## src/verilog/cbc_defs.svh

```systemverilog
`ifndef CBC_DEFS_SVH
`define CBC_DEFS_SVH

// ----------------------------------------------------------------
// bus pin values while idle after reset
// ----------------------------------------------------------------
`define CBC_ADS_N_RESET 1'h1
`define CBC_LOCK_N_RESET 1'h1
`define CBC_QUAL_RESET 3'h2
`define CBC_BE_N_RESET 4'h0
`define CBC_WA_RESET 30'h3fff_ffff

// ----------------------------------------------------------------
// fixed encodings
// ----------------------------------------------------------------
`define CBC_QUAL_NEVER 3'h1
`define CBC_BE_N_HALT 4'hb
`define CBC_BE_N_SHUTDOWN 4'he
`define CBC_WA_SPECIAL 30'h0000_0000
`define CBC_BE_N_LOW_OFF 4'h3

`endif

```

## src/verilog/cbc_pkg.sv

```systemverilog
package cbc_pkg;

    // ----------------------------------------------------------------
    // cycle kinds and sequencer states
    // ----------------------------------------------------------------
    typedef enum logic [2:0] {
        CBC_IACK = 3'b000,
        CBC_IO_RD = 3'b001,
        CBC_IO_WR = 3'b010,
        CBC_CODE_RD = 3'b011,
        CBC_MEM_RD = 3'b100,
        CBC_MEM_WR = 3'b101,
        CBC_HALT = 3'b110,
        CBC_SHUTDOWN = 3'b111
    } cbc_kind_e;

    typedef enum logic [1:0] {
        CBC_IDLE = 2'b00,
        CBC_T1 = 2'b01,
        CBC_T2 = 2'b10
    } cbc_state_e;

    // ----------------------------------------------------------------
    // carriers
    // ----------------------------------------------------------------
    typedef struct packed {
        cbc_kind_e kind;
        logic [29:0] wa;
        logic [3:0] be_n;
        logic [31:0] data;
        logic lock;
        logic lock_last;
    } cbc_req_s;

    typedef struct packed {
        logic ads_n;
        logic mio;
        logic dc;
        logic wr;
        logic lock_n;
        logic [29:0] wa;
        logic [3:0] be_n;
    } cbc_bus_s;

    typedef struct packed {
        cbc_state_e st;
        cbc_bus_s bus;
        logic [31:0] dout;
        logic doe;
        cbc_req_s cur;
        cbc_req_s nxt;
        logic nxt_v;
        logic [31:0] rdata;
        logic done;
        logic taken;
    } cbc_state_s;

endpackage

```

## src/verilog/cbc_bus_ctrl.sv

```systemverilog
`timescale 1ns/1ps
`include "cbc_defs.svh"
// Notes on behaviour
// - qualifiers memory/io, data/control, write/read valid with the address strobe
// - lock asserts when the first locked cycle begins, maybe after its strobe
// - lock drops when acknowledge ends the last locked cycle
// - qualifier codes per cycle kind; halt and shutdown use fixed addresses
// - io control write code never shown with the strobe asserted
// - writes copy upper lanes onto lower lanes for upper-only patterns
// - strobe only in the first state and in a second state that shows the next address early
// - acknowledge on reads captures data and ends the cycle
// - acknowledge on writes ends the cycle
// - acknowledge ignored in first state, sampled each later state
// - next-address request with a pending request drives next address early, unless the current cycle spans both halves
// - half width confines the cycle to the lower sixteen lines
// - half width moves upper bytes across the lower sixteen lines
// - operand on both halves with half width gets an extra cycle
// - byte enable n maps to data lines 8n to 8n+7
// - writes, halt and shutdown drive all thirty-two data lines
// - coprocessor traffic is io cycles at the top of the address space
module cbc_bus_ctrl (
    input wire logic clk, // 10 MHz bus state clock
    input wire logic resetn, // async reset, active low
    input wire logic ce, // clock enable, freezes all state
    input wire logic req_valid, // core has a cycle to run
    input cbc_pkg::cbc_req_s req, // cycle to run
    output logic req_taken, // one-cycle pulse, request consumed
    output logic cyc_done, // one-cycle pulse, cycle finished
    output logic [31:0] rd_data, // read data, valid with cyc_done
    output logic address_strobe_n, // address strobe
    output logic mem_io, // high memory, low io
    output logic data_ctrl, // high data, low control
    output logic write_read, // high write, low read
    output logic lock_n, // atomic sequence flag
    output logic [29:0] word_address, // word address
    output logic [3:0] byte_lane_enable_n, // byte enables
    output logic [31:0] data_out, // data lines out
    output logic data_oe, // data lines driven
    input wire logic [31:0] data_in, // data lines in
    input wire logic ready_n, // transfer acknowledge
    input wire logic next_address_request_n, // pipelining request
    input wire logic half_width_bus_n // sixteen-bit bus this cycle
);

    // ----------------------------------------------------------------
    // helpers
    // ----------------------------------------------------------------
    function automatic logic [2:0] qual(input cbc_pkg::cbc_kind_e k);
        // order is {mem_io, data_ctrl, write_read}; io control write has no kind
        case (k)
            cbc_pkg::CBC_IACK: qual = 3'h0;
            cbc_pkg::CBC_IO_RD: qual = 3'h2;
            cbc_pkg::CBC_IO_WR: qual = 3'h3;
            cbc_pkg::CBC_CODE_RD: qual = 3'h4;
            cbc_pkg::CBC_MEM_RD: qual = 3'h6;
            cbc_pkg::CBC_MEM_WR: qual = 3'h7;
            default: qual = 3'h5;
        endcase
    endfunction

    function automatic logic drives(input cbc_pkg::cbc_kind_e k);
        drives = k == cbc_pkg::CBC_IO_WR || k == cbc_pkg::CBC_MEM_WR
            || k == cbc_pkg::CBC_HALT || k == cbc_pkg::CBC_SHUTDOWN;
    endfunction

    function automatic logic spans(input logic [3:0] be_n);
        spans = (be_n[1:0] != 2'h3) && (be_n[3:2] != 2'h3);
    endfunction

    function automatic logic [31:0] dup(input logic [31:0] d, input logic [3:0] be_n);
        dup = d; // lanes stay in place otherwise
        case (be_n)
            4'hb: dup[7:0] = d[23:16];
            4'h7: dup[15:8] = d[31:24];
            4'h3: dup[15:0] = d[31:16];
            default: dup = d;
        endcase
    endfunction

    function automatic cbc_pkg::cbc_req_s fix(input cbc_pkg::cbc_req_s r);
        fix = r;
        if (r.kind == cbc_pkg::CBC_HALT)
        begin
            fix.wa = `CBC_WA_SPECIAL;
            fix.be_n = `CBC_BE_N_HALT;
        end
        else if (r.kind == cbc_pkg::CBC_SHUTDOWN)
        begin
            fix.wa = `CBC_WA_SPECIAL;
            fix.be_n = `CBC_BE_N_SHUTDOWN;
        end
    endfunction

    function automatic cbc_pkg::cbc_bus_s addr(input cbc_pkg::cbc_bus_s b, input cbc_pkg::cbc_req_s r);
        addr = b;
        {addr.mio, addr.dc, addr.wr} = qual(r.kind);
        addr.wa = r.wa;
        addr.be_n = r.be_n;
        addr.ads_n = 1'b0;
    endfunction

    // start a cycle; a pipelined cycle already showed its address and strobe
    function automatic cbc_pkg::cbc_state_s begin_cyc(input cbc_pkg::cbc_state_s s,
        input cbc_pkg::cbc_req_s r, input logic strobe);
        begin_cyc = s;
        begin_cyc.cur = r;
        if (strobe)
            begin_cyc.bus = addr(s.bus, r);
        begin_cyc.dout = dup(r.data, r.be_n);
        begin_cyc.doe = drives(r.kind);
        begin_cyc.st = cbc_pkg::CBC_T1;
        if (r.lock)
            begin_cyc.bus.lock_n = 1'b0;
    endfunction

    // ----------------------------------------------------------------
    // sequencer
    // ----------------------------------------------------------------
    cbc_pkg::cbc_state_s s_reg;
    cbc_pkg::cbc_state_s s_next;
    logic take;

    // taken is registered, so a request seen in the taken cycle is stale
    assign take = req_valid && !s_reg.taken;

    always_comb
    begin
        s_next = s_reg;
        s_next.done = 1'b0;
        s_next.taken = 1'b0;
        s_next.bus.ads_n = 1'b1;
        case (s_reg.st)
            cbc_pkg::CBC_IDLE:
            begin
                if (take)
                begin
                    s_next = begin_cyc(s_next, fix(req), 1'b1);
                    s_next.taken = 1'b1;
                end
            end
            cbc_pkg::CBC_T1:
            begin
                s_next.st = cbc_pkg::CBC_T2;
            end
            default:
            begin
                if (!ready_n)
                begin
                    if (!drives(s_reg.cur.kind))
                    begin
                        // upper bytes arrive on the low half of a narrow bus
                        if (!half_width_bus_n && s_reg.cur.be_n[1:0] == 2'h3)
                            s_next.rdata[31:16] = data_in[15:0];
                        else
                            for (int i = 0; i < 4; i++)
                                if (!s_reg.cur.be_n[i])
                                    s_next.rdata[i*8 +: 8] = data_in[i*8 +: 8];
                    end
                    if (!half_width_bus_n && spans(s_reg.cur.be_n))
                    begin
                        // lower half done; rerun for the upper bytes only
                        s_next.cur.be_n = s_reg.cur.be_n | `CBC_BE_N_LOW_OFF;
                        s_next = begin_cyc(s_next, s_next.cur, 1'b1);
                    end
                    else
                    begin
                        s_next.done = 1'b1;
                        s_next.doe = 1'b0;
                        s_next.st = cbc_pkg::CBC_IDLE;
                        if (s_reg.cur.lock && s_reg.cur.lock_last)
                            s_next.bus.lock_n = 1'b1;
                        if (s_reg.nxt_v)
                        begin
                            s_next.nxt_v = 1'b0;
                            s_next = begin_cyc(s_next, s_reg.nxt, 1'b0);
                        end
                        else if (take)
                        begin
                            s_next = begin_cyc(s_next, fix(req), 1'b1);
                            s_next.taken = 1'b1;
                        end
                    end
                end
                // no pipelining when a narrow bus could still split the cycle
                else if (!next_address_request_n && take && !s_reg.nxt_v && !spans(s_reg.cur.be_n))
                begin
                    s_next.nxt = fix(req);
                    s_next.nxt_v = 1'b1;
                    s_next.taken = 1'b1;
                    s_next.bus = addr(s_reg.bus, fix(req));
                end
            end
        endcase
    end

    // state register; ce low freezes everything
    always_ff @(posedge clk or negedge resetn)
    begin
        if (!resetn)
        begin
            s_reg <= '0;
            s_reg.bus.ads_n <= `CBC_ADS_N_RESET;
            s_reg.bus.lock_n <= `CBC_LOCK_N_RESET;
            {s_reg.bus.mio, s_reg.bus.dc, s_reg.bus.wr} <= `CBC_QUAL_RESET;
            s_reg.bus.wa <= `CBC_WA_RESET;
            s_reg.bus.be_n <= `CBC_BE_N_RESET;
        end
        else if (ce)
            s_reg <= s_next;
    end

    // ----------------------------------------------------------------
    // outputs, all straight from the state register
    // ----------------------------------------------------------------
    assign req_taken = s_reg.taken;
    assign cyc_done = s_reg.done;
    assign rd_data = s_reg.rdata;
    assign address_strobe_n = s_reg.bus.ads_n;
    assign mem_io = s_reg.bus.mio;
    assign data_ctrl = s_reg.bus.dc;
    assign write_read = s_reg.bus.wr;
    assign lock_n = s_reg.bus.lock_n;
    assign word_address = s_reg.bus.wa;
    assign byte_lane_enable_n = s_reg.bus.be_n;
    assign data_out = s_reg.dout;
    assign data_oe = s_reg.doe;
endmodule

```

## config.mk

```make
export PLATFORM = sky130hd
export DESIGN_NAME = cbc_bus_ctrl
export DESIGN_NICKNAME = d
export VERILOG_FILES = /design/src/verilog/cbc_pkg.sv /design/src/verilog/cbc_bus_ctrl.sv
export VERILOG_INCLUDE_DIRS = /design/src /design/src/verilog
export SDC_FILE = /design/constraint.sdc
export NUM_CORES = 1
export LEC_CHECK = 0
export ABC_CLOCK_PERIOD_IN_PS = 2000
export BUFFER_PORTS_ARGS = -buffer_cell sky130_fd_sc_hd__buf_2
export CORE_ASPECT_RATIO = 0.6
export CORE_MARGIN = 3
export CORE_UTILIZATION = 35
export CTS_BUF_LIST = sky130_fd_sc_hd__clkbuf_4 sky130_fd_sc_hd__clkbuf_8 sky130_fd_sc_hd__clkbuf_16
export DETAILED_ROUTE_END_ITERATION = 6
export HOLD_SLACK_MARGIN = 0.08
export PLACE_DENSITY = 0.57
export SETUP_SLACK_MARGIN = 0.5
export SYNTH_ARGS = -nofsm -noshare
export SYNTH_HDL_FRONTEND = slang
export SYNTH_SLANG_ARGS = --single-unit
export TNS_END_PERCENT = 100
```

## constraint.sdc

```tcl
create_clock -name clk -period 2 [get_ports clk]
set_input_delay 0.1 -clock clk [delete_from_list [all_inputs] [get_ports clk]]
set_output_delay 0.1 -clock clk [all_outputs]
set_load 0.005 [all_outputs]
```

==> results of run 1 <==
path summary, 6_finish.rpt:
path                                         start                      endpoint  slack (ps)  cells after the start
max                          req_taken$_DFFE_PN0P_  word_address[10]$_DFFE_PN1P_         -40                      6
min                                         resetn       rd_data[31]$_DFFE_PN0P_          90                      2
max reg2reg                  req_taken$_DFFE_PN0P_  word_address[10]$_DFFE_PN1P_         -40                      6
min reg2reg                rd_data[11]$_DFFE_PN0P_       rd_data[11]$_DFFE_PN0P_         470                      2
max in group asynchronous                   resetn         req_taken$_DFFE_PN0P_        1080                      3
min in group clk                           ready_n        rd_data[8]$_DFFE_PN0P_         130                      4
routing by layer:
layer  routed length, µm  up-vias  part of all wire [%]
li1                    -     5422                     -
met3                2897       66                   6.4
met1               21560     5805                    48
met2               19780      416                    44
met5                  13        -                 0.029
met4                 770        2                   1.7
final cells by class:
cell class                      count  area share (%)
Clock buffer                       33           4.026
Tap cell                          467           3.129
Timing Repair Buffer              495           24.45
Clock inverter                     16           1.568
Multi-Input combinational cell    930           32.83
Antenna cell                        4         0.05359
Sequential cell                   251           33.86
Inverter                            4         0.08039
what timing repair did:
action | 4_1_cts | 5_1_grt
setup endpoints to repair | 250 | 250
buffers inserted | 17 | 25
pin swaps | 10 | 40
hold endpoints to repair | 456 | 0
gates cloned | 8 | 20
gates resized for setup | 44 | 178
hold buffers | 106 | 0
placed cells by master, fill, tap and decap left out, types with 11 or more instances in the layout:
cell,count
nor2_4,20
a2bb2oi_1,26
buf_2,214
a22oi_1,29
dfrtp_1,216
buf_4,78
clkbuf_16,45
nor2_1,125
buf_12,39
o22ai_1,12
a21oi_2,56
a21oi_1,109
o31ai_1,40
a31oi_1,18
nor2_2,36
mux2_2,26
nand2_1,206
a2bb2oi_2,13
dfstp_2,33
o21ai_1,43
dlygate4sd3_1,106
nand3b_1,11
a22oi_2,19
o21ai_0,26
buf_6,25
mux2i_1,51
worst register-to-register path, cell delays in order (launching register included):
cell,delay (ps)
dfrtp_2,430
or3b_4,440
o41a_1,560
buf_12,240
nor2_1,110
a21oi_1,60
a21oi_2,150
power breakdown:
part / leakage (nW) / internal (mW) / switching (mW)
Sequential: 3.10 / 7.52 / 1.54
Combinational: 4.68 / 5.71 / 6.06
Clock: 0.511 / 3.71 / 2.21
Total: 8.29 / 16.9 / 9.81
through the flow:
step	area [µm²]	utilization, %	setup TNS [ps]	hold slack, ps	total power [mW]
after floorplan	13270	-	0	-195.6	15.64
after global placement	14590	40.91	-46.15	91.36	18.03
after detailed placement	14590	40.91	-526.6	93.82	18.28
after CTS	17290	48.46	0	94.14	25.10
after global routing	18680	52.35	-6779	118.3	28.35
final	18680	52.35	-254.1	91.97	26.74
cells by family (layout without fill, tap and decap cells):
| family | after synthesis | count (layout) |
|---|---|---|
| buffers and inverters | 209 | 548 |
| XOR/XNOR | 2 | 2 |
| AO/OA/AOI/OAI | 426 | 426 |
| flip-flops | 251 | 251 |
| multiplexers | 84 | 84 |
| AND/OR/NAND/NOR | 418 | 418 |
| other | 0 | 4 |
==> results.cfg, run 1 <==
[finish]
drive_gt1_share_pct = 39.44
largest_reg_flops = 145
register_area_um2 = 6325
multi_input_comb_area_um2 = 6132
syn_to_final_growth_pct = 44.64
stdcell_count = 2200
fillers = 3161
num-nets-final = 1819

[synthesis]
synthAdderAreaFrac_pct = 0
syn_inst = 1390
async_flop_share_pct = 100.0
synth_seq_cells = 251
yosysTopAreaCell = dfrtp_1
synth_cell_type_count = 54
synth_area_um2 = 12910
synth-compound-area-share_pct = 21.24
ys_seq_area_share_pct = 48.96
avgSynthCellArea_um2 = 9.289
syn_nets = 1500
synthMuxAreaShare_pct = 6.831
synth.top_cells.by_count = 218 x dfrtp_1, 208 x nand2_1, 179 x nor2_1
synth_most_common_cell = dfrtp_1
synthFlopType = dfrtp_1
synth_top_area_share_pct = 42.25
yosysWarnings = 0
yosys-top-cells-area = dfrtp_1 42%, dfstp_2 6.7%, buf_4 6.0%
synthSimpleGateAreaFrac_pct = 13.07
synth_edf_count = 0
synth_xor_area_share_pct = 0.1357
synth_top_family_by_area = compound AO/OA/AOI/OAI gates

[pwr]
powerDensity_nw_per_um2 = 1432
irDropWorstVdd_v = 0.0007216
power_leakage_nw = 8.291

[die]
start_util_pct = 36.19
ios = 216
rows = 53
die_y_um = 154.8
dieArea_um2 = 39310
coreArea_um2 = 35680
die_x_um = 254.0

[global_route]
grt.busiest_layer = met2
grt_use_met3_pct = 3.748
grt.overflow.total = 0
grt_pass1_vias = 11083
grt_max_degree = 62
use_met1_pct = 31.09
antenna_found_initial = 5
grt_usage_pct = 20.87
use_met2_pct = 31.62
grt_pass1_wl_um = 64610

[sta]
finClkSkew_ps = 10.41
timing.fmax_mhz = 489.1
fin_crit_sh_pct = 102.2
finalSetupViolations = 16
max_slew_margin_pct = 61.50
tightest_slew_ps = 577.5
setup_slack_ps = -44.63
slew_violations = 0
period_needed_ps = 2045
hold_viol = 0
rsz0062_at_grt = yes

[clock_network]
cts_buffers = 27
clk_path_buf_depth = 3
clkSlewWorstSetupHoldPaths_ps = 70
cts_max_level = 1
cts_tree = built
worstSkewPairLatency_ps = 550
clock-sinks = 251
root_buffer = clkbuf_16

[routing]
vias_per_cell = 5.323
drc = 0
routedWlPerCell_um = 20.46
drt-pass1-iter-count = 5
routed_wl_um = 45020
first_iter_violations = 852
via_count = 11711
ant_nets = 0

[critical_path]
crit_family = compound AO/OA/AOI/OAI gates
cp.required_ps = 2490
cpPeakStageDelay_ps = 560
cp.arrival_ps = 2530
start_kind = flip-flop
cp_max_fo = 14
slowest_stage = o41a_1
end_kind = flip-flop
critPathBufInv = 1
worstSetupPathType = reg -> reg
crit_chain = or3b_4 > o41a_1 > buf_12 > nor2_1 > a21oi_1 > a21oi_2

[place]
globalplace.congestion = 0.8451
port_buffers = 215
dpl.hpwl_um = 27180
place_inst = 1971
pre_cts_ws_ps = -49.28

[status]
violations = setup timing
status = finished, violations left

[flow_run]
cap_violations = 0

[hold_path]
hold_class = in -> async
Power figures use the tool's default switching activity.
==> inputs of run 2 (changes only) <==
--- a/config.mk
+++ b/config.mk
@@ -16,6 +16,7 @@
 export HOLD_SLACK_MARGIN = 0.08
 export PLACE_DENSITY = 0.57
 export SETUP_SLACK_MARGIN = 0.5
+export SKIP_LAST_GASP = 1
 export SYNTH_ARGS = -nofsm -noshare
 export SYNTH_HDL_FRONTEND = slang
 export SYNTH_SLANG_ARGS = --single-unit
==> run 2 against run 1 <==
Combinational power barely moved. Core utilization fell by 0.43 points. Via count fell by 0.15%. The run still ends with setup timing left. Maximum frequency fell by 0.64%. Non-clock buffer count did not move. Worst hold slack got worse by 4.3 ps. Global-route usage did not move. Clock skew rose by 0.53 ps.
==> results.cfg, run 2 (same netlist as run 1, synthesis figures left out) <==
[hold_path]
hold_class = in -> async

[critical_path]
cp_max_fo = 14
worstSetupPathType = reg -> reg
reg2reg_from = req_taken$_DFFE_PN0P_
cp.required_ps = 2480
cpPeakStageDelay_ps = 560
ff2ff_setup_slack_ps = -60
rr_endpoint = word_address[6]$_DFFE_PN1P_
crit_chain = or3b_4 > o41a_1 > buf_12 > nor2_1 > a21oi_2 > a21oi_2
cp.arrival_ps = 2540
ff2ff_path_depth = 6
end_kind = flip-flop
crit_family = compound AO/OA/AOI/OAI gates
critPathBufInv = 1
cp_common_cell = a21oi_2
slowest_stage = o41a_1
start_kind = flip-flop

[sta]
period_needed_ps = 2058
finalSetupViolations = 23
slew_violations = 0
finClkSkew_ps = 10.95
fin_crit_sh_pct = 102.9
setup_slack_ps = -57.81
rsz0062_at_grt = yes
hold_viol = 0
timing.fmax_mhz = 486.0
tightest_slew_ps = 560.8
whs_ps = 87.65
max_slew_margin_pct = 62.61

[pwr]
swShare_pct = 36.52
pwr-share-comb_pct = 43.6
p_seq_share_pct = 34.0
powerDensity_nw_per_um2 = 1431
power_leakage_nw = 8.274
power.net_switching_mw = 9.682
irDropWorstVdd_v = 0.0007200
clkPwrFrac_pct = 22.4
p_int_mw = 16.83

[status]
violations = setup timing
status = finished, violations left

[place]
globalplace.congestion = 0.8451
dpl.hpwl_um = 27180
port_buffers = 215

[finish]
fin_util_pct = 51.92
layout_commonest_cell = dfrtp_1
layout.cells.most_common_list = 216 x dfrtp_1, 214 x buf_2, 207 x nand2_1
drive_gt1_share_pct = 37.19
largest_reg_flops = 145
syn_to_final_growth_pct = 43.45
num-nets-final = 1819

[clock_network]
clk_path_buf_depth = 3
cts_tree = built
clock-sinks = 251
worstSkewPairLatency_ps = 550
cts_max_level = 1
clkSlewWorstSetupHoldPaths_ps = 70
root_buffer = clkbuf_16
cts_buffers = 27

[global_route]
grt_pass1_wl_um = 64610
antenna_found_initial = 5
grt.overflow.total = 0
grt_usage_pct = 20.87
grt_max_degree = 62
grt_pass1_vias = 11083

[die]
die_y_um = 154.8
ios = 216
coreArea_um2 = 35680
rows = 53
dieArea_um2 = 39310
die_x_um = 254.0
start_util_pct = 36.19

[routing]
drt-pass1-iter-count = 5
vias_per_cell = 5.315
ant_nets = 0
met3_length_um = 2871
drc = 0
routedWlPerCell_um = 20.41
wl_met1_um = 21480
first_iter_violations = 751
met2WireLength_um = 19660
top_layer_used = met5
routed_wl_um = 44900
via_count = 11694

[flow_run]
cap_violations = 0
## run 2: cell counts in the layout (fill, tap and decap cells not counted)
No cell type changed its count.
## run 2: stage by stage
| stage | cells | cell area [µm²] | setup slack, ps | total power [mW] | setup TNS (ps) |
|---|---|---|---|---|---|
| global placement | 1971 | 14590 | -30.70 | 18.03 | -46.15 |
| global route | 2200 | 18520 | -132.7 | 28.13 | -7773 |
| CTS | 2151 | 17290 | 29.45 | 25.10 | 0 |
| finish | 2200 | 18520 | -57.81 | 26.52 | -331.9 |
| floorplan | 1390 | 13270 | 120.2 | 15.64 | 0 |
| detailed placement | 1971 | 14590 | -49.28 | 18.28 | -526.6 |
## run 2: power by group through the flow
| stage | clock (mW) | combinational, mW | sequential [mW] |
|---|---|---|---|
| 2_1_floorplan | 0 | 7.09 | 8.55 |
| 3_3_place_gp | 0 | 9.13 | 8.89 |
| 3_5_place_dp | 0 | 9.32 | 8.95 |
| 4_1_cts | 6.04 | 10.2 | 8.90 |
| 5_1_grt | 6.28 | 12.6 | 9.28 |
| 6_report | 5.93 | 11.6 | 9.02 |
## run 2: final cells by class
class | count | area [µm²]
well taps | 467 | 584.3
flip-flops and latches | 251 | 6325
fillers | 3180 | 17150
clock buffers | 33 | 752.0
inverters | 4 | 15.01
repair buffers | 495 | 4558
diodes | 4 | 10.01
multi-input cells | 930 | 5986
clock inverters | 16 | 292.8
## run 2: timing repair
action,CTS,global route
setup buffers,17,25
cloned,8,20
pin swaps,10,37
hold endpoints to repair,456,0
hold buffers,106,0
endpoints found under the setup margin,250,250
resized for setup,44,132
## run 2: worst max path at each step
stage / startpoint / endpoint / slack [ps] / cells past startpoint
detailed placement: req_taken$_DFFE_PN0P_ / word_address[28]$_DFFE_PN1P_ / -50 / 7
global route: req_taken$_DFFE_PN0P_ / s_reg[159]$_DFFE_PN0P_ / -130 / 10
finish: req_taken$_DFFE_PN0P_ / word_address[6]$_DFFE_PN1P_ / -60 / 6
global placement: s_reg[140]$_DFFE_PN0P_ / word_address[23]$_DFFE_PN1P_ / -30 / 7
CTS: req_taken$_DFFE_PN0P_ / word_address[18]$_DFFE_PN1P_ / 30 / 7
floorplan: s_reg[34]$_DFFE_PN0P_ / s_reg[43]$_DFFE_PN0P_ / 120 / 7
## run 2: routing by layer
layer / track usage [%] / vias up
met2: 31.62 / 419
met3: 3.748 / 61
met5: 0 / -
met4: 4.635 / 2
li1: - / 5423
met1: 31.09 / 5789
